**src/hw/two_wire_pkg.sv**
```systemverilog
// Purpose: shared constants and types of the two-wire bus controller
// Assumes: one 25 MHz system clock; register port indexes are word offsets
// Notes: pin idle level is high, so synchronisers reset to one on bus lines
package two_wire_pkg;
  localparam int ADDR_W = 4;
  localparam int DATA_W = 8;
  // Clock and bus timing
  localparam int CLK_PERIOD_NS = 40;
  localparam int SCL_PERIOD_NS = 10000;
  localparam int QUARTER_CYC = SCL_PERIOD_NS / (4 * CLK_PERIOD_NS);
  localparam int QUARTER_W = $clog2(QUARTER_CYC);
  localparam logic [QUARTER_W-1:0] QUARTER_LAST = QUARTER_W'(QUARTER_CYC - 1);
  localparam int STRETCH_NS = 20000;
  localparam int STRETCH_CYC = (STRETCH_NS + CLK_PERIOD_NS - 1) / CLK_PERIOD_NS;
  localparam int STRETCH_W = $clog2(STRETCH_CYC);
  localparam logic [STRETCH_W-1:0] STRETCH_LAST = STRETCH_W'(STRETCH_CYC - 1);
  // Register indexes
  localparam logic [ADDR_W-1:0] REG_CTRL = 4'h0;
  localparam logic [ADDR_W-1:0] REG_MADDR = 4'h1;
  localparam logic [ADDR_W-1:0] REG_MCOUNT = 4'h2;
  localparam logic [ADDR_W-1:0] REG_MTX = 4'h3;
  localparam logic [ADDR_W-1:0] REG_MSTAT = 4'h4;
  localparam logic [ADDR_W-1:0] REG_IRQ_STAT = 4'h5;
  localparam logic [ADDR_W-1:0] REG_IRQ_MASK = 4'h6;
  localparam logic [ADDR_W-1:0] REG_SADDR = 4'h7;
  localparam logic [ADDR_W-1:0] REG_STX = 4'h8;
  localparam logic [ADDR_W-1:0] REG_SRX = 4'h9;
  // Control bits
  localparam int CTRL_EN = 0;
  localparam int CTRL_DIS = 1;
  localparam int CTRL_GO = 2;
  localparam int CTRL_SEN = 3;
  // Master status bits
  localparam int MST_IDLE = 0;
  localparam int MST_FULL = 1;
  localparam int MST_EN = 2;
  // Sticky event bits
  localparam int IRQ_MDONE = 0;
  localparam int IRQ_MNACK = 1;
  localparam int IRQ_ALERT = 2;
  localparam int IRQ_SDONE = 3;
  localparam int IRQ_SNACK = 4;
  localparam logic [DATA_W-1:0] IRQ_STAT_RST = 8'h04;
  localparam logic [DATA_W-1:0] MASK_RST = 8'h00;
  // Quarter-bit phases and bit counter marks
  localparam logic [1:0] PH_DRIVE = 2'h0;
  localparam logic [1:0] PH_RISE = 2'h1;
  localparam logic [1:0] PH_HIGH = 2'h2;
  localparam logic [1:0] PH_FALL = 2'h3;
  localparam logic [3:0] BIT_LAST = 4'h7;
  localparam logic [3:0] BIT_ACK = 4'h8;
  localparam logic [3:0] BIT_ACK_END = 4'h9;
  localparam logic [2:0] SYNC_RST = 3'h3;
  typedef enum logic [4:0] {
    M_IDLE = 5'b00001,
    M_START = 5'b00010,
    M_BIT = 5'b00100,
    M_WAIT = 5'b01000,
    M_STOP = 5'b10000
  } m_state_t;
  typedef enum logic [5:0] {
    S_IDLE = 6'b000001,
    S_ADDR = 6'b000010,
    S_ACK = 6'b000100,
    S_STRETCH = 6'b001000,
    S_RX = 6'b010000,
    S_TX = 6'b100000
  } s_state_t;
endpackage

```
**src/hw/pin_sync.sv**
```systemverilog
// Purpose: two-flop synchroniser for pins from outside the clock domain
// Assumes: each bit is a slow level; no bus coherence between bits
// Notes: first stage feeds only the second stage
`timescale 1ns/1ps
`default_nettype none
module pin_sync #(
  parameter int W = 1,
  parameter logic [W-1:0] RST = '0
) (
  input wire logic clk,
  input wire logic resetn,
  input wire logic [W-1:0] d,
  output logic [W-1:0] q
);
  logic [W-1:0] meta;
  genvar i;
  // One pair of flops per bit
  generate
    for (i = 0; i < W; i++) begin : g_bit
      always_ff @(posedge clk or negedge resetn) begin
        if (!resetn) begin
          meta[i] <= RST[i];
          q[i] <= RST[i];
        end else begin
          meta[i] <= d[i];
          q[i] <= meta[i];
        end
      end
    end
  endgenerate
endmodule // pin_sync
`default_nettype wire

```
**src/hw/two_wire_slave_unit.sv**
```systemverilog
// Purpose: slave side of the two-wire bus: address match, receive, transmit
// Assumes: bus lines already synchronised; flags held by the parent
// Notes: stretch after an address match lasts a fixed time
`timescale 1ns/1ps
`default_nettype none
module two_wire_slave_unit (
  input wire logic clk,
  input wire logic resetn,
  input wire logic enable,
  input wire logic [6:0] own_addr,
  input wire logic [two_wire_pkg::DATA_W-1:0] tx_data,
  input wire logic scl_s,
  input wire logic sda_s,
  input wire logic nack_flag,
  output logic scl_low,
  output logic sda_low,
  output logic [two_wire_pkg::DATA_W-1:0] rx_data,
  output logic done_ev,
  output logic nack_ev
);
  import two_wire_pkg::*;
  s_state_t state;
  logic scl_q, sda_q, rw;
  logic [3:0] bitn;
  logic [7:0] shreg;
  logic [STRETCH_W-1:0] scnt;
  logic rise, fall, start, stop;
  // Bus edges seen on the synchronised lines
  assign rise = scl_s && !scl_q;
  assign fall = !scl_s && scl_q;
  assign start = scl_s && scl_q && sda_q && !sda_s;
  assign stop = scl_s && scl_q && !sda_q && sda_s;

  // Slave sequencer; start and stop win over any state
  always_ff @(posedge clk or negedge resetn) begin
    if (!resetn) begin
      state <= S_IDLE;
      scl_q <= 1'b1;
      sda_q <= 1'b1;
      rw <= 1'b0;
      bitn <= 4'h0;
      shreg <= 8'h00;
      scnt <= '0;
      scl_low <= 1'b0;
      sda_low <= 1'b0;
      rx_data <= 8'h00;
      done_ev <= 1'b0;
      nack_ev <= 1'b0;
    end else begin
      scl_q <= scl_s;
      sda_q <= sda_s;
      done_ev <= 1'b0;
      nack_ev <= 1'b0;
      if (!enable || stop) begin
        state <= S_IDLE;
        scl_low <= 1'b0;
        sda_low <= 1'b0;
      end else if (start) begin
        state <= S_ADDR;
        bitn <= 4'h0;
        scl_low <= 1'b0;
        sda_low <= 1'b0;
      end else begin
        unique case (state)
          S_IDLE: begin
          end
          S_ADDR: begin
            if (rise) begin
              shreg <= {shreg[6:0], sda_s};
              bitn <= bitn + 4'h1;
            end else if (fall && bitn == BIT_ACK) begin
              if (shreg[7:1] == own_addr) begin
                state <= S_ACK;
                sda_low <= 1'b1;
                rw <= shreg[0];
              end else begin
                state <= S_IDLE;
              end
            end
          end
          S_ACK: begin
            // Hold the clock from the end of the acknowledge clock
            if (fall) begin
              state <= S_STRETCH;
              scl_low <= 1'b1;
              scnt <= '0;
              bitn <= 4'h0;
              shreg <= tx_data;
              sda_low <= rw ? !tx_data[7] : 1'b1;
            end
          end
          S_STRETCH: begin
            // In receive the data line goes with the clock, no setup gap
            if (scnt == STRETCH_LAST) begin
              scl_low <= 1'b0;
              state <= rw ? S_TX : S_RX;
              if (!rw) begin
                sda_low <= 1'b0;
              end
            end else begin
              scnt <= scnt + 1'b1;
            end
          end
          S_RX: begin
            if (rise && bitn < BIT_ACK) begin
              shreg <= {shreg[6:0], sda_s};
              bitn <= bitn + 4'h1;
            end else if (fall && bitn == BIT_ACK) begin
              sda_low <= 1'b1;
              rx_data <= shreg;
              bitn <= BIT_ACK_END;
            end else if (fall && bitn == BIT_ACK_END) begin
              sda_low <= 1'b0;
              bitn <= 4'h0;
              done_ev <= 1'b1;
            end
          end
          S_TX: begin
            if (rise && bitn == BIT_ACK) begin
              nack_ev <= sda_s;
            end else if (fall && bitn == BIT_ACK) begin
              done_ev <= 1'b1;
              // An early cleared flag keeps the slave sending
              if (nack_flag) begin
                state <= S_IDLE;
                sda_low <= 1'b0;
              end else begin
                shreg <= tx_data;
                sda_low <= !tx_data[7];
                bitn <= 4'h0;
              end
            end else if (fall && bitn == BIT_LAST) begin
              sda_low <= 1'b0;
              bitn <= BIT_ACK;
            end else if (fall) begin
              shreg <= {shreg[6:0], 1'b0};
              sda_low <= !shreg[6];
              bitn <= bitn + 4'h1;
            end
          end
        endcase
      end
    end
  end

  chk_tx_keeps_sending: assert property (@(posedge clk) disable iff (!resetn)
    enable && !stop && !start && state == S_TX && fall && bitn == BIT_ACK && !nack_flag
    |=> state == S_TX && bitn == 4'h0 && done_ev) else $error("slave did not resume");
  chk_stretch_holds_data: assert property (@(posedge clk) disable iff (!resetn)
    state == S_STRETCH && !rw |-> scl_low && sda_low) else $error("stretch lines wrong");
  chk_release_together: assert property (@(posedge clk) disable iff (!resetn)
    enable && !stop && !start && state == S_STRETCH && !rw && scnt == STRETCH_LAST
    |=> !scl_low && !sda_low && state == S_RX) else $error("release not joint");
  cov_stretch_tx: cover property (@(posedge clk) disable iff (!resetn)
    state == S_STRETCH ##1 state == S_TX);
  cov_rx_byte: cover property (@(posedge clk) disable iff (!resetn)
    state == S_RX && done_ev);
endmodule // two_wire_slave_unit
`default_nettype wire

```
**src/hw/two_wire_bus_master_slave.sv**
```systemverilog
// Purpose: two-wire bus controller: master engine, slave unit, register
//   port, sticky event status and one level interrupt
// Assumes: open-drain pins with pull-ups outside; 25 MHz clock
// Notes: master sends writes only; software feeds bytes one at a time
`timescale 1ns/1ps
`default_nettype none
module two_wire_bus_master_slave (
  input wire logic clk,
  input wire logic resetn,
  input wire logic [two_wire_pkg::ADDR_W-1:0] addr,
  input wire logic [two_wire_pkg::DATA_W-1:0] wdata,
  input wire logic wr,
  input wire logic rd,
  output logic [two_wire_pkg::DATA_W-1:0] rdata,
  output logic irq,
  input wire logic scl_in,
  output logic scl_out,
  output logic scl_oe_n,
  input wire logic sda_in,
  output logic sda_out,
  output logic sda_oe_n,
  input wire logic alert_in
);
  import two_wire_pkg::*;
  logic [2:0] pin_s;
  logic scl_s, sda_s, alert_s;
  logic m_en, s_en, tx_full, load_tx, idle, ack_bit;
  logic [6:0] m_addr, s_addr;
  logic [7:0] m_count, m_tx, s_tx, s_rx, wcount, shreg;
  logic [DATA_W-1:0] irq_stat, irq_mask, ev;
  logic dis_wr, go_wr, rd_stat, tick, nack_early, stop_done;
  logic m_scl_low, m_sda_low, s_scl_low, s_sda_low;
  logic m_done_ev, m_nack_ev, s_done_ev, s_nack_ev, after_rst;
  logic [QUARTER_W-1:0] qcnt;
  logic [1:0] phase;
  logic [3:0] bitn;
  m_state_t m_state;

  // Bus lines and alert cross into the clock domain
  pin_sync #(.W(3), .RST(SYNC_RST)) u_sync (
    .clk(clk),
    .resetn(resetn),
    .d({alert_in, sda_in, scl_in}),
    .q(pin_s)
  );
  assign scl_s = pin_s[0];
  assign sda_s = pin_s[1];
  assign alert_s = pin_s[2];

  // Register strobes
  assign dis_wr = wr && addr == REG_CTRL && wdata[CTRL_DIS];
  assign go_wr = wr && addr == REG_CTRL && wdata[CTRL_GO];
  assign rd_stat = rd && addr == REG_IRQ_STAT;

  // Software-written configuration
  always_ff @(posedge clk or negedge resetn) begin
    if (!resetn) begin
      m_en <= 1'b0;
      s_en <= 1'b0;
      m_addr <= 7'h00;
      s_addr <= 7'h00;
      m_count <= 8'h00;
      m_tx <= 8'h00;
      s_tx <= 8'h00;
      irq_mask <= MASK_RST;
    end else if (wr) begin
      unique case (addr)
        REG_CTRL: begin
          if (wdata[CTRL_DIS]) begin
            m_en <= 1'b0;
          end else if (wdata[CTRL_EN]) begin
            m_en <= 1'b1;
          end
          s_en <= wdata[CTRL_SEN];
        end
        REG_MADDR: m_addr <= wdata[6:0];
        REG_MCOUNT: m_count <= wdata;
        REG_MTX: m_tx <= wdata;
        REG_IRQ_MASK: irq_mask <= wdata;
        REG_SADDR: s_addr <= wdata[6:0];
        REG_STX: s_tx <= wdata;
        default: begin
        end
      endcase
    end
  end

  // Transmit holding flag; a fresh write wins over the load
  always_ff @(posedge clk or negedge resetn) begin
    if (!resetn) begin
      tx_full <= 1'b0;
    end else if (wr && addr == REG_MTX) begin
      tx_full <= 1'b1;
    end else if (load_tx) begin
      tx_full <= 1'b0;
    end
  end

  // Quarter-bit enable pulse for the master engine
  always_ff @(posedge clk or negedge resetn) begin
    if (!resetn) begin
      qcnt <= '0;
      tick <= 1'b0;
    end else begin
      tick <= qcnt == QUARTER_LAST;
      qcnt <= (qcnt == QUARTER_LAST) ? '0 : qcnt + 1'b1;
    end
  end

  // Early idle on a NACK with bytes still to send; a normal idle at the end of STOP
  assign nack_early = m_state == M_BIT && tick && phase == PH_FALL && bitn == BIT_ACK
    && ack_bit && wcount != 8'h00 && !dis_wr;
  assign stop_done = m_state == M_STOP && tick && phase == PH_FALL && !dis_wr;

  // Master engine; in M_BIT the clock line is waited for while a slave stretches, not in M_STOP
  always_ff @(posedge clk or negedge resetn) begin
    if (!resetn) begin
      m_state <= M_IDLE;
      phase <= PH_DRIVE;
      bitn <= 4'h0;
      shreg <= 8'h00;
      wcount <= 8'h00;
      ack_bit <= 1'b0;
      m_scl_low <= 1'b0;
      m_sda_low <= 1'b0;
      idle <= 1'b1;
      m_done_ev <= 1'b0;
      m_nack_ev <= 1'b0;
      load_tx <= 1'b0;
    end else begin
      m_done_ev <= 1'b0;
      m_nack_ev <= 1'b0;
      load_tx <= 1'b0;
      if (dis_wr) begin
        // Lines let go at once, even mid STOP
        m_state <= M_IDLE;
        m_scl_low <= 1'b0;
        m_sda_low <= 1'b0;
        idle <= 1'b1;
      end else begin
        unique case (m_state)
          M_IDLE: begin
            if (go_wr && m_en) begin
              m_state <= M_START;
              phase <= PH_DRIVE;
              idle <= 1'b0;
              wcount <= m_count;
              shreg <= {m_addr, 1'b0};
              bitn <= 4'h0;
            end
          end
          M_START: begin
            if (tick) begin
              phase <= phase + 2'h1;
              if (phase == PH_DRIVE) begin
                m_sda_low <= 1'b1;
              end else if (phase == PH_RISE) begin
                m_scl_low <= 1'b1;
                m_state <= M_BIT;
                phase <= PH_DRIVE;
              end
            end
          end
          M_BIT: begin
            if (tick && !(phase == PH_HIGH && !scl_s)) begin
              phase <= phase + 2'h1;
              unique case (phase)
                PH_DRIVE: m_sda_low <= bitn != BIT_ACK && !shreg[7];
                PH_RISE: m_scl_low <= 1'b0;
                PH_HIGH: begin
                  if (bitn == BIT_ACK) begin
                    ack_bit <= sda_s;
                  end
                end
                PH_FALL: begin
                  m_scl_low <= 1'b1;
                  if (bitn != BIT_ACK) begin
                    bitn <= bitn + 4'h1;
                    shreg <= {shreg[6:0], 1'b0};
                  end else begin
                    bitn <= 4'h0;
                    m_done_ev <= 1'b1;
                    if (ack_bit) begin
                      m_nack_ev <= 1'b1;
                      m_state <= M_STOP;
                      if (nack_early) begin
                        idle <= 1'b1;
                      end
                    end else if (wcount == 8'h00) begin
                      m_state <= M_STOP;
                    end else if (tx_full) begin
                      shreg <= m_tx;
                      wcount <= wcount - 8'h01;
                      load_tx <= 1'b1;
                    end else begin
                      m_state <= M_WAIT;
                    end
                  end
                end
              endcase
            end
          end
          M_WAIT: begin
            // Clock held low until software supplies the next byte
            if (tx_full) begin
              shreg <= m_tx;
              wcount <= wcount - 8'h01;
              load_tx <= 1'b1;
              m_state <= M_BIT;
              phase <= PH_DRIVE;
            end
          end
          M_STOP: begin
            if (tick) begin
              phase <= phase + 2'h1;
              unique case (phase)
                PH_DRIVE: m_sda_low <= 1'b1;
                PH_RISE: m_scl_low <= 1'b0;
                PH_HIGH: m_sda_low <= 1'b0;
                PH_FALL: begin
                  m_state <= M_IDLE;
                  idle <= 1'b1;
                end
              endcase
            end
          end
        endcase
      end
    end
  end

  // Slave side shares the same synchronised lines
  two_wire_slave_unit u_slave (
    .clk(clk),
    .resetn(resetn),
    .enable(s_en),
    .own_addr(s_addr),
    .tx_data(s_tx),
    .scl_s(scl_s),
    .sda_s(sda_s),
    .nack_flag(irq_stat[IRQ_SNACK]),
    .scl_low(s_scl_low),
    .sda_low(s_sda_low),
    .rx_data(s_rx),
    .done_ev(s_done_ev),
    .nack_ev(s_nack_ev)
  );

  // Event vector; alert is active high
  always_comb begin
    ev = '0;
    ev[IRQ_MDONE] = m_done_ev;
    ev[IRQ_MNACK] = m_nack_ev;
    ev[IRQ_ALERT] = alert_s;
    ev[IRQ_SDONE] = s_done_ev;
    ev[IRQ_SNACK] = s_nack_ev;
  end

  // Sticky flags; read clears, a same-cycle event survives
  always_ff @(posedge clk or negedge resetn) begin
    if (!resetn) begin
      irq_stat <= IRQ_STAT_RST;
    end else begin
      irq_stat <= (rd_stat ? '0 : irq_stat) | ev;
    end
  end

  // Interrupt line and open-drain pin drive
  always_ff @(posedge clk or negedge resetn) begin
    if (!resetn) begin
      irq <= 1'b0;
      scl_out <= 1'b0;
      sda_out <= 1'b0;
      scl_oe_n <= 1'b1;
      sda_oe_n <= 1'b1;
      after_rst <= 1'b1;
    end else begin
      irq <= |(irq_stat & irq_mask);
      scl_out <= 1'b0;
      sda_out <= 1'b0;
      scl_oe_n <= !(m_scl_low || s_scl_low);
      sda_oe_n <= !(m_sda_low || s_sda_low);
      after_rst <= 1'b0;
    end
  end

  // Read data valid only in the cycle after the strobe
  always_ff @(posedge clk or negedge resetn) begin
    if (!resetn) begin
      rdata <= '0;
    end else if (rd) begin
      unique case (addr)
        REG_CTRL: rdata <= DATA_W'({s_en, 2'h0, m_en}) << CTRL_EN;
        REG_MADDR: rdata <= {1'b0, m_addr};
        REG_MCOUNT: rdata <= m_count;
        REG_MTX: rdata <= m_tx;
        REG_MSTAT: rdata <= DATA_W'({m_en, tx_full, idle}) << MST_IDLE;
        REG_IRQ_STAT: rdata <= irq_stat;
        REG_IRQ_MASK: rdata <= irq_mask;
        REG_SADDR: rdata <= {1'b0, s_addr};
        REG_STX: rdata <= s_tx;
        REG_SRX: rdata <= s_rx;
        default: rdata <= '0;
      endcase
    end else begin
      rdata <= '0;
    end
  end

  chk_nack_early_idle: assert property (@(posedge clk) disable iff (!resetn)
    nack_early |=> idle && m_state == M_STOP) else $error("idle not early");
  chk_disable_release: assert property (@(posedge clk) disable iff (!resetn)
    dis_wr |=> !m_scl_low && !m_sda_low && m_state == M_IDLE && !m_en)
    else $error("disable kept lines");
  chk_alert_high: assert property (@(posedge clk) disable iff (!resetn)
    alert_s |=> irq_stat[IRQ_ALERT]) else $error("alert high missed");
  chk_alert_reset: assert property (@(posedge clk) disable iff (!resetn)
    after_rst |-> irq_stat[IRQ_ALERT]) else $error("alert flag clear at reset");
  chk_idle_after_stop: assert property (@(posedge clk) disable iff (!resetn)
    $rose(idle) |-> $past(nack_early) || $past(stop_done) || $past(dis_wr))
    else $error("idle rose early");
  cov_nack_early: cover property (@(posedge clk) disable iff (!resetn) nack_early);
  cov_full_stop: cover property (@(posedge clk) disable iff (!resetn) stop_done);
  cov_disable: cover property (@(posedge clk) disable iff (!resetn) dis_wr && !idle);
endmodule // two_wire_bus_master_slave
`default_nettype wire

```
**config.mk**
```make
export PLATFORM = sky130hd
export DESIGN_NAME = two_wire_bus_master_slave
export DESIGN_NICKNAME = d
export VERILOG_FILES = /design/src/hw/two_wire_pkg.sv /design/src/hw/pin_sync.sv /design/src/hw/two_wire_slave_unit.sv /design/src/hw/two_wire_bus_master_slave.sv
export SDC_FILE = /design/constraint.sdc
export NUM_CORES = 1
export LEC_CHECK = 0
export BUFFER_PORTS_ARGS = -buffer_cell sky130_fd_sc_hd__buf_4
export CAP_MARGIN = 0
export CORE_ASPECT_RATIO = 0.9
export CORE_MARGIN = 1.5
export CORE_UTILIZATION = 45
export CTS_CLUSTER_SIZE = 20
export DETAILED_ROUTE_END_ITERATION = 7
export PLACE_DENSITY = 0.66
export SLEW_MARGIN = 20
export SYNTH_ARGS = -nofsm -noshare
export SYNTH_HDL_FRONTEND = slang
export SYNTH_SLANG_ARGS = --single-unit
```
**constraint.sdc**
```tcl
create_clock -name clk -period 2.5 [get_ports clk]
set_clock_uncertainty 0.05 [all_clocks]
set_input_delay 0 -clock clk [delete_from_list [all_inputs] [get_ports clk]]
set_output_delay 0 -clock clk [all_outputs]
set_load 0.02 [all_outputs]
```
-- Word level (Yosys, flattened, before mapping)
Cells that the tools add are included.
- reductions and logical operators: 84
- add/sub/neg operators: 6
- magnitude comparators: 1
- eq/ne operators: 85
- bitwise gates (word level): 7
- muxes and demuxes: 169
- operators by type and width (kind ; number):
    8-bit two-way mux ; 24
    8-bit case mux with 10 select lines ; 1
    1-bit two-way mux ; 76
    5-bit two-way mux ; 14
    6-bit two-way mux ; 11
    4-bit two-way mux ; 15
    8-bit case mux with 3 select lines ; 2
    3-bit != test (second input constant) ; 13
    8-bit case mux with 4 select lines ; 1
    8-bit AND reduction ; 4
    1-bit logical AND ; 27
    5-bit case mux with 5 select lines ; 1
    6-bit case mux with 4 select lines ; 1
    11-bit AND reduction ; 2
    3-bit by 2-bit != test with 1-bit output (second input constant) ; 7
    4-bit by 3-bit equality test with 1-bit output (second input constant) ; 5
    4-bit equality test (second input constant) ; 5
    4-bit by 1-bit != test with 1-bit output (second input constant) ; 5
    4-bit by 2-bit != test with 1-bit output (second input constant) ; 5
    5-bit AND reduction ; 4
    9-bit two-way mux ; 2
    2-bit != test (second input constant) ; 9
    9-bit case mux with 2 select lines ; 1
    4-bit case mux with 4 select lines ; 1
    58 further kinds ; 116
- bits of input ports: 19
- bits in registers: 157
- word-level logic and storage cells: 398
- output and inout bits: 13

-- Depth between registers and ports, before layout
Gate-level depths: netlist of the first run.
- depth in word-level cells: 14
- gate-level depth with buffers: 9
- depth with buffers taken out: 8

-- Modules after synthesis
Synthesis of the first run repeated with hierarchy kept, for this count alone.
- cell total of the unflattened synthesis: 794
- area total of the unflattened synthesis: 8369.3 µm²
- modules (own cells, without submodules) (module ; area an instance (µm²) ; cells an instance ; seq. area each (µm²) ; times used):
    two_wire_bus_master_slave ; 5650.4 ; 524 ; 2658.8 ; 1
    two_wire_slave_unit ; 2563.7 ; 264 ; 1054.8 ; 1
    pin_sync ; 155.1 ; 6 ; 155.1 ; 1

-- Worst setup path before layout of the first run
No wires, ideal clock.
- path type: flip-flop to flip-flop
- start point: reg u_slave.bitn[0]
- end point: reg u_slave.bitn[0]
- clock period less this slack: 2.251 ns
- setup slack: 0.249 ns
- arrival time: 2.080 ns
- data required time: 2.329 ns
- library setup time: 0.121 ns
- path buffers: 0
- stages on the path, launching flop included: 9
- cells stage by stage: dfrtp_1 inv_1 ha_1 nand3b_1 nor2_1 a311o_1 nor4_2 o21ai_2 a22o_1
- cells in the longest elaborated chain, start to end: 7
- elaborated cells on any way between the ends: 24
- classes of those cells: 1 x add/sub; 1 x order compare; 7 x eq/ne; 9 x mux; 6 x reduce/logical
- ends and longest elaborated chain (element ; line ; source):
    from (decl) ; two_wire_slave_unit.sv:24 ; logic [3:0] bitn;
    from (signal assigned) ; two_wire_slave_unit.sv:70 ; bitn <= bitn + 4'h1;
    from (signal assigned) ; two_wire_slave_unit.sv:107 ; bitn <= bitn + 4'h1;
    from (signal assigned) ; two_wire_slave_unit.sv:138 ; bitn <= bitn + 4'h1;
    4-bit by 1-bit adder with 4-bit output or 4-bit by 3-bit equality test with 1-bit output (tied branches) ; -- ;
    4-bit two-way mux or 1-bit logical AND (tied branches) ; two_wire_slave_unit.sv:135, two_wire_slave_unit.sv:132 ;
    4-bit two-way mux ; two_wire_slave_unit.sv:132 ; end else if (fall && bitn == BIT_LAST) begin
    4-bit two-way mux ; two_wire_slave_unit.sv:121 ; end else if (fall && bitn == BIT_ACK) begin
    4-bit two-way mux ; two_wire_slave_unit.sv:119 ; if (rise && bitn == BIT_ACK) begin
    4-bit case mux with 4 select lines ; two_wire_slave_unit.sv:64 ; unique case (state)
    4-bit two-way mux ; two_wire_slave_unit.sv:58 ; end else if (start) begin
Several ways; a longest one is shown, not always the timed one. The select of a mux whose other input is x is not followed.
A chain may end at the register's enable or synchronous reset.

-- Worst setup path in the final report of the first run
- start point: reg u_slave.state[3]
- end point: reg u_slave.bitn[2]
- cells in the longest elaborated chain, start to end: 3
- elaborated cells on any way between the ends: 14
- classes of those cells: 10 x eq/ne; 2 x mux; 2 x reduce/logical
- ends and longest elaborated chain (element ; line ; source):
    from (decl) ; two_wire_slave_unit.sv:22 ; s_state_t state;
    from (signal assigned) ; two_wire_slave_unit.sv:96 ; state <= rw ? S_TX : S_RX;
    6-bit equality test, or another cell as far along ; two_wire_slave_unit.sv:64 ;
    5-bit by 1-bit != test with 1-bit output (no source line), or another cell as far along ; -- ;
    8-bit AND reduction (no source line) or 4-bit two-way mux (tied branches) ; -- ;
Several ways; a longest one is shown, not always the timed one.

==> impl_results.md, run 1 <==
- Slew margin rel.: 65.4%
- EDFF count, synth: 0
- Fraction of layout cells with a size suffix above 1: 25.3%
- Clock H-tree levels: 4
- Cell with the most instances after synthesis: dfrtp_1
- Comb pwr share: 27.8%
- DRC: 0
- Routed via count: 6545
- Mean area per synthesized cell: 10.5 um^2
- Post-Syn Area: 8150 um^2
- Clock-pin slew on the worst setup and hold paths: 0.07 ns
- Worst hold path class: in -> async
- Total grt overflow: 0
- Final Power: 8120 uW
- CTS root buffer: clkbuf_16
- First-pass GRT wire length: 34300 um
- Slowest CP cell: or4b_4
- First-pass DRT Iterations: 6
- Layout area overhead: 17.8%
- Synth top area cells: dfrtp_1 44%, mux2_2 9.9%, dfstp_2 3.9%, nor2_1 2.7%, o21ai_0 2.3%
- Vias per inst: 5.95
- I/O Pins: 32
- Final worst path period share: 95.6%
- Site row count: 46
- Dominant cell type by area after synthesis: dfrtp_1
- Routed WL: 21300 um
- Leak: 0.00415 uW
- Die area: 18900 um^2
- Diodes inserted: 0
- Cell Chain, Critical Path: or4b_4 > or3_4 > o31ai_2 > nor4_1 > nor3b_1 > nand3b_1
- Syn Inst Count: 775
- Post-Layout Cell Count: 1100
- Num CTS Buffers: 17
- Net count, final: 880
- Worst Setup Start Kind: flop
- Hpwl dp: 15400 um
- Final Slew Violations: 0
- Worst-path fanout max: 8
- Placed insts: 1052
- Starting Density: 46.1%
- Final-report hold violation count: 0
- Post-synthesis sequential area ratio: 47.5%
- Final Critical Period: 2.39 ns
- Routed wire per std cell: 19.4 um
- Seq cells post-synth: 154
- RSZ-0062 raised after global routing: no
- Die width: 145 um
- Setup TNS: 0 ns
- Most used DFF post-synth: dfrtp_1
- PortBufs: 29
- Clk buf depth: 2
- Peak supply drop: 0.523 mV
- Highest clock rate: 419 MHz
- Final hold slack: 0.00381 ns
- Fraction of registers with async set/reset: 100%
- Setup CP Type: reg -> reg
- Largest net degree at the start of global routing: 62
- Worst path buffer plus inverter count: 0
- Dpl ws: 0.0679 ns
- Clock Sinks: 154
- CP Data Arrival Time: 2.70 ns
- Internal: 5310 uW
- Core area: 17700 um^2
- # fillers: 1544
- Synth cell count leaders: 142 x dfrtp_1, 72 x mux2_2, 59 x nor2_1, 48 x nand2_1, 38 x o21ai_0
- Skew-Pair Late Insertion Delay: 0.43 ns
- Worst Max-Slew Pin Slew: 0.518 ns
- Yosys cell types: 80
- Reg power frac: 42.2%
- Final worst slack: 0.111 ns
- Kind of cell adding the most delay to the critical path: simple AND/OR/NAND/NOR gates
- Initial antenna violation count: 0
- Sw Share: 34.6%
- Worst path required time: 2.81 ns
- Post-synth top area share: 43.6%
- Number of global-route vias before repair: 6427
- P_sw: 2810 uW
- Final setup vio count: 0
- CTS tree: yes
- Total Routing Usage GR: 23.8%
- Outcome: completed
- Post-route antenna net violation count: 0
- Crit-path max cell delay: 0.58 ns
- Gpl congestion: 0.919
- Die Span Y: 131 um
- Setup crit end kind: flop
- 1st-iter DRT viols: 618
- Synth warn: 0
- Power per standard cell area: 846 nW/um^2
- R2r setup slk: 0.11 ns
- Total of max-cap violations: 0
- Clk pwr share: 30.0%
==> metrics by stage <==
step | utilization [%] | area, um^2
2_1_floorplan | - | 8160
3_3_place_gp | 50.1 | 8860
3_5_place_dp | 50.1 | 8860
4_1_cts | 54.1 | 9550
5_1_grt | 54.3 | 9600
6_report | 54.3 | 9600
==> per-layer routing <==
metal / vias up / GRT usage, % / part of all wire [%]
li1: 3023 / - / -
met5: - / 0 / 0
met2: 174 / 36.7 / 47
met4: 0 / 8.62 / 1.6
met3: 28 / 5.17 / 4.5
met1: 3320 / 33.2 / 47
==> state kept, by name, summed over array words and instances, names as in the netlist, 8 cells and up <==
name	flops
u_slave.scnt	9
irq_mask	8
m_count	8
m_tx	8
rdata	8
s_tx	8
shreg	8
u_slave.rx_data	8
u_slave.shreg	8
wcount	8
==> cells by family (layout without fill, tap and decap cells) <==
logic type | count (synthesis) | in the layout | synth area share [%]
xor gates and xnor gates | 15 | 15 | 1.61
muxes | 94 | 94 | 12.8
and+or+nand+nor | 250 | 250 | 16.6
DFF | 154 | 154 | 47.5
AOI/OAI and AO/OA | 191 | 191 | 16.4
other | 1 | 2 | 0.0460
adders and majority gates | 14 | 14 | 2.15
buffers and inverters | 56 | 140 | 2.93
==> placed cells by master (no fill, tap or decap), drive strengths merged, types with 7 or more instances in the layout <==
cell type,n
dfrtp,142
mux2,83
buf,74
nor2,60
nand2,49
o21ai,49
a21oi,36
nand3,26
inv,25
clkbuf,18
nor3,18
nand2b,16
dlygate4sd3,14
ha,14
dfstp,12
mux2i,11
nor2b,10
a222oi,10
and3,9
a31oi,9
and2,9
nor3b,9
xnor2,8
o2bb2ai,8
a22oi,8
nand4,8
nor4,8
a22o,7
xor2,7
o2111ai,7
==> worst paths after layout <==
path / to / cells after the start / from
max reg2reg: u_slave.bitn[2]$_DFFE_PN0P_ / 6 / u_slave.state[3]$_DFFE_PN0P_
min: u_slave.state[5]$_DFFE_PN0P_ / 2 / resetn
max in group asynchronous: m_state[0]$_DFFE_PN1P_ / 3 / resetn
min reg2reg: u_sync.q[0]$_DFF_PN1_ / 0 / u_sync.meta[0]$_DFF_PN1_
max: u_slave.bitn[2]$_DFFE_PN0P_ / 6 / u_slave.state[3]$_DFFE_PN0P_
min in group clk: rdata[6]$_DFF_PN0_ / 3 / addr[2]
==> power by group through the flow <==
stage	logic, uW	clock network, uW	registers (uW)
2_1_floorplan	1570	0	3300
3_3_place_gp	2100	0	3440
3_5_place_dp	2180	0	3460
4_1_cts	2220	2470	3410
5_1_grt	2500	2580	3490
6_report	2260	2440	3430
==> worst reg2reg max path, cell delays in order, from the launching register on <==
cell	delay, ns
dfrtp_1	0.46
or4b_4	0.58
or3_4	0.38
o31ai_2	0.41
nor4_1	0.14
nor3b_1	0.19
nand3b_1	0.12
==> cell type report <==
cell class	instances	area, um^2	area share, %
Multi-Input combinational cell	566	4080	42.5
Sequential cell	154	3870	40.3
Timing Repair Buffer	88	724	7.55
Clock buffer	18	439	4.57
Tap cell	240	300	3.13
Clock inverter	14	114	1.19
Inverter	20	75.1	0.782
==> repair_timing <==
item | 4_1_cts | 5_1_grt
gates resized for setup | 0 | 9
buffers inserted | 0 | 2
hold buffers | 14 | 0
endpoints found under the hold margin | 208 | 0
setup endpoints to repair | 0 | 16
Note: power is estimated with default switching activity, not from simulation.
==> run 2: changes to the inputs <==
--- a/config.mk
+++ b/config.mk
@@ -12,7 +12,8 @@
 export CORE_UTILIZATION = 45
 export CTS_CLUSTER_SIZE = 20
 export DETAILED_ROUTE_END_ITERATION = 7
-export PLACE_DENSITY = 0.66
+export MAX_ROUTING_LAYER = met4
+export PLACE_DENSITY = 0.7
 export SLEW_MARGIN = 20
 export SYNTH_ARGS = -nofsm -noshare
 export SYNTH_HDL_FRONTEND = slang
==> constraint.sdc (replaced) <==
create_clock -name clk -period 2.6 [get_ports clk]
set_clock_uncertainty 0.05 [all_clocks]
set_input_delay 0 -clock clk [delete_from_list [all_inputs] [get_ports clk]]
set_output_delay 0 -clock clk [all_outputs]
set_load 0.02 [all_outputs]
==> impl_results.md, run 2 (same netlist as run 1, synthesis figures left out) <==
- Clock Sinks: 154 (unchanged)
- Final non-filler cell area: 9560 um^2 (-0.43%)
- Total of max-cap violations: 0 (unchanged)
- Outcome: completed
- Final Slew Violations: 0 (unchanged)
- Peak supply drop: 0.412 mV (-21%)
- Worst r2r src: u_slave.bitn[0]$_DFFE_PN0P_
- WHS Path Cells: 4
- Total Routing Usage GR: 23.3% (-0.56 points)
- CTS tree: yes
- Fraction of layout cells with a size suffix above 1: 24.4% (-0.94 points)
- Starting Density: 46.1% (unchanged)
- Worst r2r path cells: 8 (+2)
- Number of global-route vias before repair: 6189 (-3.7%)
- Net count, final: 872 (-0.91%)
- Gpl congestion: 0.915 (-0.45%)
- Setup crit end kind: flop
- I/O Pins: 32 (unchanged)
- Most common cell after layout, fill and taps aside: dfrtp_1
- Top reg by flops: u_slave.scnt
- Routed via count: 6431 (-1.7%)
- Reg2reg end: u_slave.shreg[6]$_DFFE_PN0P_
- First-pass DRT Iterations: 7 (+1)
- Routed wire per std cell: 18.5 um (-4.5%)
- Die area: 18900 um^2 (unchanged)
- Hold Path Origin: addr[3]
- Cell Chain, Critical Path: inv_1 > ha_1 > nand3b_1 > nor2_1 > a311o_1 > nor3_2 > nand2_2 > mux2_1
- DRC: 0 (unchanged)
- Final Critical Period: 2.51 ns (+0.120 ns)
- Largest net degree at the start of global routing: 67 (+8.1%)
- Total grt overflow: 0 (unchanged)
- Clk buf depth: 2 (unchanged)
- Final-report hold violation count: 0 (unchanged)
- Final hold slack: 0.0450 ns (+0.0412 ns)
- Slowest CP cell: dfrtp_1
- Leak: 0.00414 uW (about the same)
- Area after DPL: 8810 um^2 (-0.56%)
- Clock H-tree levels: 4 (unchanged)
- Die Span Y: 131 um (unchanged)
- Worst-path fanout max: 7 (-1)
- Post-route antenna net violation count: 0 (unchanged)
- 1st-iter DRT viols: 630 (+1.9%)
- Worst Max-Slew Pin Slew: 0.603 ns (+0.0846 ns)
- Layout area overhead: 17.3%
- Final worst path period share: 96.5% (+0.96 points)
- Site row count: 46 (unchanged)
- Core area: 17700 um^2 (unchanged)
- Hpwl dp: 14500 um (-5.9%)
- Highest clock rate: 398 MHz (-4.8%)
- First-pass GRT wire length: 32700 um (-4.7%)
- Worst path required time: 2.85 ns (+0.04 ns)
- Slew margin rel.: 59.8% (-5.6 points)
- Initial antenna violation count: 1 (+1)
- CP Data Arrival Time: 2.76 ns (+0.06 ns)
- Vias per inst: 5.88 (-1.1%)
- Max reg flops: 9 (unchanged)
- Worst path buffer plus inverter count: 1 (+1)
- Worst Hold Endpoint: rdata[2]$_DFF_PN0_
- Post-CTS Setup Bufs: 0 (unchanged)
- R2r setup slk: 0.09 ns (-0.02 ns)
- Setup TNS: 0 ns (unchanged)
- Kind of cell adding the most delay to the critical path: simple AND/OR/NAND/NOR gates
- CTS root buffer: clkbuf_16
- PortBufs: 29 (unchanged)
- Num CTS Buffers: 17 (unchanged)
- Crit-path max cell delay: 0.46 ns (-0.12 ns)
- RSZ-0062 raised after global routing: yes
- Die width: 145 um (unchanged)
- Worst hold path class: in -> reg
- Skew-Pair Late Insertion Delay: 0.42 ns (about the same)
- Worst Setup Start Kind: flop
- Routed WL: 20200 um (-5.1%)
- Setup CP Type: reg -> reg
- Most frequent cells in the layout: 142 x dfrtp_1, 72 x mux2_2, 65 x buf_4
- Clock-pin slew on the worst setup and hold paths: 0.06 ns (about the same)
- Final setup vio count: 0 (unchanged)
- Power per standard cell area: 826 nW/um^2 (-2.4%)
[run 2: stage by stage]
| step | cells | total power [uW] | util [%] | worst slack (ns) |
|---|---|---|---|---|
| CTS | 1092 | 7900 | 54.0 | 0.104 |
| floorplan | 776 | 4680 | - | 0.349 |
| detailed placement | 1047 | 5350 | 49.9 | 0.125 |
| global placement | 1047 | 5310 | 49.9 | 0.195 |
| finish | 1093 | 7890 | 54.1 | 0.0905 |
| global route | 1093 | 8330 | 54.1 | -0.0109 |
[run 2: worst reg2reg max path: stages (launching register included)]
cell	delay (ns)
dfrtp_1	0.46
inv_1	0.07
ha_1	0.24
nand3b_1	0.15
nor2_1	0.12
a311o_1	0.43
nor3_2	0.30
nand2_2	0.20
mux2_1	0.37
[run 2: power by group]
group	internal, uW	switching [uW]	leakage, uW
registers	2840	466	0.00196
clock network	1460	1050	0.000283
logic	954	1120	0.00190
[run 2: layout make-up]
class	count	area, um^2
Sequential cell	154	3870
Timing Repair Buffer	80	649
Multi-Input combinational cell	566	4070
Antenna cell	1	2.50
Tap cell	240	300
Clock inverter	14	159
Fill cell	1572	8110
Clock buffer	18	439
Inverter	20	75.1
[run 2: how the worst max path moves through the flow]
stage | cells after the start | end | start | slack, ns
finish | 8 | u_slave.shreg[6]$_DFFE_PN0P_ | u_slave.bitn[0]$_DFFE_PN0P_ | 0.09
global route | 8 | u_slave.bitn[0]$_DFFE_PN0P_ | u_slave.bitn[0]$_DFFE_PN0P_ | -0.01
CTS | 8 | u_slave.shreg[6]$_DFFE_PN0P_ | u_slave.bitn[0]$_DFFE_PN0P_ | 0.10
detailed placement | 8 | u_slave.shreg[6]$_DFFE_PN0P_ | u_slave.bitn[0]$_DFFE_PN0P_ | 0.13
global placement | 8 | u_slave.shreg[4]$_DFFE_PN0P_ | u_slave.bitn[0]$_DFFE_PN0P_ | 0.20
floorplan | 8 | u_slave.bitn[0]$_DFFE_PN0P_ | u_slave.bitn[0]$_DFFE_PN0P_ | 0.35
[run 2: routing by layer]
layer  part of all wire, %  GRT usage [%]  vias up
met5                     0              -        -
met4                   1.1           5.53        0
met3                   5.6           5.39       19
met2                    45           34.5      190
met1                    48           32.4     3211
li1                      -              -     3011
[run 2: what timing repair did]
item	CTS	global route
endpoints found under the hold margin	136	0
setup endpoints to repair	0	10
gates resized for setup	0	3
hold buffers	13	0
==> run 3: changes to the inputs <==
--- a/config.mk
+++ b/config.mk
@@ -14,6 +14,7 @@
 export DETAILED_ROUTE_END_ITERATION = 7
 export MAX_ROUTING_LAYER = met4
 export PLACE_DENSITY = 0.7
+export REMOVE_ABC_BUFFERS = 1
 export SLEW_MARGIN = 20
 export SYNTH_ARGS = -nofsm -noshare
 export SYNTH_HDL_FRONTEND = slang
==> impl_results.md, run 3 (same netlist as run 1, synthesis figures left out) <==
- Final worst path period share: 95.2% (-1.3 points)
- Final-report hold violation count: 0 (unchanged)
- Slowest CP cell: dfstp_2
- Kind of cell adding the most delay to the critical path: simple AND/OR/NAND/NOR gates
- Final Critical Period: 2.48 ns (-0.0337 ns)
- Site row count: 46 (unchanged)
- Layout area overhead: 17.7%
- Final Slew Violations: 0 (unchanged)
- Clock-pin slew on the worst setup and hold paths: 0.06 ns (about the same)
- Hold Path Origin: rd
- Max reg flops: 9 (unchanged)
- Total grt overflow: 0 (unchanged)
- Leak: 0.00416 uW (+0.51%)
- Setup crit end kind: flop
- Worst hold path class: in -> reg
- Crit-path max cell delay: 0.62 ns (+0.16 ns)
- Slew margin rel.: 61.3% (+1.5 points)
- Cell Chain, Critical Path: nand2b_1 > nor2_1 > a311o_1 > nor3_2 > nand2_2 > mux2_1
- Routed via count: 6418 (-0.20%)
- Num CTS Buffers: 17 (unchanged)
- Peak supply drop: 0.418 mV (+1.5%)
- Worst Setup Start Kind: flop
- Total of max-cap violations: 0 (unchanged)
- Routed WL: 20600 um (+2.2%)
- Outcome: completed
- Fraction of layout cells with a size suffix above 1: 24.5% (+0.089 points)
- Clock Sinks: 154 (unchanged)
- CP Data Arrival Time: 2.73 ns (-0.03 ns)
- Post-route antenna net violation count: 0 (unchanged)
- First-pass GRT wire length: 33400 um (+1.9%)
- Worst-path fanout max: 9 (+2)
- 1st-iter DRT viols: 693 (+10%)
- Top reg by flops: u_slave.scnt
- DRC: 0 (unchanged)
- Net count, final: 873 (+0.11%)
- Setup TNS: 0 ns (unchanged)
- Final setup vio count: 0 (unchanged)
- WHS Path Cells: 3 (-1)
- Hpwl dp: 14700 um (+1.5%)
- Total Routing Usage GR: 23.8% (+0.55 points)
- Worst r2r src: u_sync.q[0]$_DFF_PN1_
- Gpl congestion: 0.940 (+2.7%)
- PortBufs: 29 (unchanged)
- Largest net degree at the start of global routing: 60 (-10%)
- Diodes inserted: 0 (-1)
- # fillers: 1541 (-2.0%)
- Final non-filler cell area: 9590 um^2 (+0.37%)
- Worst path buffer plus inverter count: 0 (-1)
- Setup CP Type: reg -> reg
- Highest clock rate: 404 MHz (+1.4%)
- Area of the multi-input gates: 4080 um^2 (+0.28%)
- Worst Max-Slew Pin Slew: 0.580 ns (-0.0235 ns)
- Final Power: 7980 uW (+1.1%)
- CTS tree: yes
- Vias per inst: 5.87 (-0.20%)
- Worst Hold Endpoint: irq_stat[1]$_DFF_PN0_
- Clock H-tree levels: 4 (unchanged)
- Most frequent cells in the layout: 142 x dfrtp_1, 72 x mux2_2, 67 x buf_4
- Die width: 145 um (unchanged)
- Number of global-route vias before repair: 6168 (-0.34%)
- Starting Density: 46.1% (unchanged)
- Reg2reg end: u_slave.shreg[4]$_DFFE_PN0P_
- Most common cell after layout, fill and taps aside: dfrtp_1
- Power per standard cell area: 832 nW/um^2 (+0.74%)
- R2r setup slk: 0.12 ns (+0.03 ns)
- Worst r2r path cells: 6 (-2)
- Worst path required time: 2.85 ns (about the same)
- First-pass DRT Iterations: 7 (unchanged)
- I/O Pins: 32 (unchanged)
- Skew-Pair Late Insertion Delay: 0.42 ns (about the same)
- Die area: 18900 um^2 (unchanged)
- Storage cell area: 3870 um^2 (unchanged)
- RSZ-0062 raised after global routing: no
- Clk buf depth: 2 (unchanged)
- Die Span Y: 131 um (unchanged)
- Core area: 17700 um^2 (unchanged)
- Initial antenna violation count: 0 (-1)
- CTS root buffer: clkbuf_16
- Area after DPL: 8830 um^2 (+0.17%)
- Routed wire per std cell: 18.9 um (+2.2%)
## run 3: cell count changes in the layout (fill, tap and decap cells not counted), moves of 2 or more
cell | before | now
clkinv_4 | 0 | 3
clkinvlp_4 | 4 | 2
buf_4 | 65 | 67
inv_6 | 6 | 3
## run 3: per-layer routing
metal | vias to the layer above | track usage, % | share of wire, %
met3 | 24 | 5.14 | 6.1
li1 | 2998 | - | -
met1 | 3180 | 32.5 | 46
met2 | 216 | 36.4 | 47
met5 | - | - | 0
met4 | 0 | 5.70 | 1.1
## run 3: tightest hold or removal path, cell delays in order
cell and delay (ns):
buf_4 0.12, nand3_1 0.19, a21o_1 0.15
## run 3: power by group
part / switching, uW / internal [uW]
clock network: 1020 / 1570
registers: 462 / 2840
logic: 1130 / 948
## run 3: layout make-up
type | instances | share of cell area (%)
Clock buffer | 20 | 4.76
Clock inverter | 12 | 1.70
Inverter | 20 | 0.782
Multi-Input combinational cell | 566 | 42.5
Sequential cell | 154 | 40.3
Tap cell | 240 | 3.13
Timing Repair Buffer | 81 | 6.82
## run 3: worst max-delay path by stage
stage,depth (start not counted),slack [ns],start,to
after CTS,8,0.14,phase[0]$_DFFE_PN0P_,m_state[1]$_DFFE_PN0P_
after global placement,8,0.21,u_slave.bitn[0]$_DFFE_PN0P_,u_slave.shreg[5]$_DFFE_PN0P_
after global routing,6,0.008,u_slave.state[1]$_DFFE_PN0P_,u_slave.shreg[5]$_DFFE_PN0P_
after detailed placement,8,0.15,u_slave.bitn[0]$_DFFE_PN0P_,u_slave.bitn[0]$_DFFE_PN0P_
final,6,0.12,u_sync.q[0]$_DFF_PN1_,u_slave.shreg[4]$_DFFE_PN0P_
after floorplan,6,0.21,m_state[4]$_DFFE_PN0P_,shreg[0]$_DFFE_PN0P_
## run 3: stage by stage
step                util, %  hold slack [ns]  worst slack [ns]  std cells
floorplan                 -           -0.346             0.212        740
global placement       50.0          -0.0574             0.206       1049
detailed placement     50.0          -0.0554             0.154       1049
CTS                    54.1          0.00831             0.144       1093
global route           54.3          0.00904           0.00814       1093
finish                 54.3           0.0224             0.124       1093
## run 3: repair_timing
item | 4_1_cts | 5_1_grt
resized for setup | 0 | 4
setup buffers | 0 | 0
setup endpoints to repair | 0 | 8
hold buffers | 12 | 0
hold endpoints to repair | 174 | 0
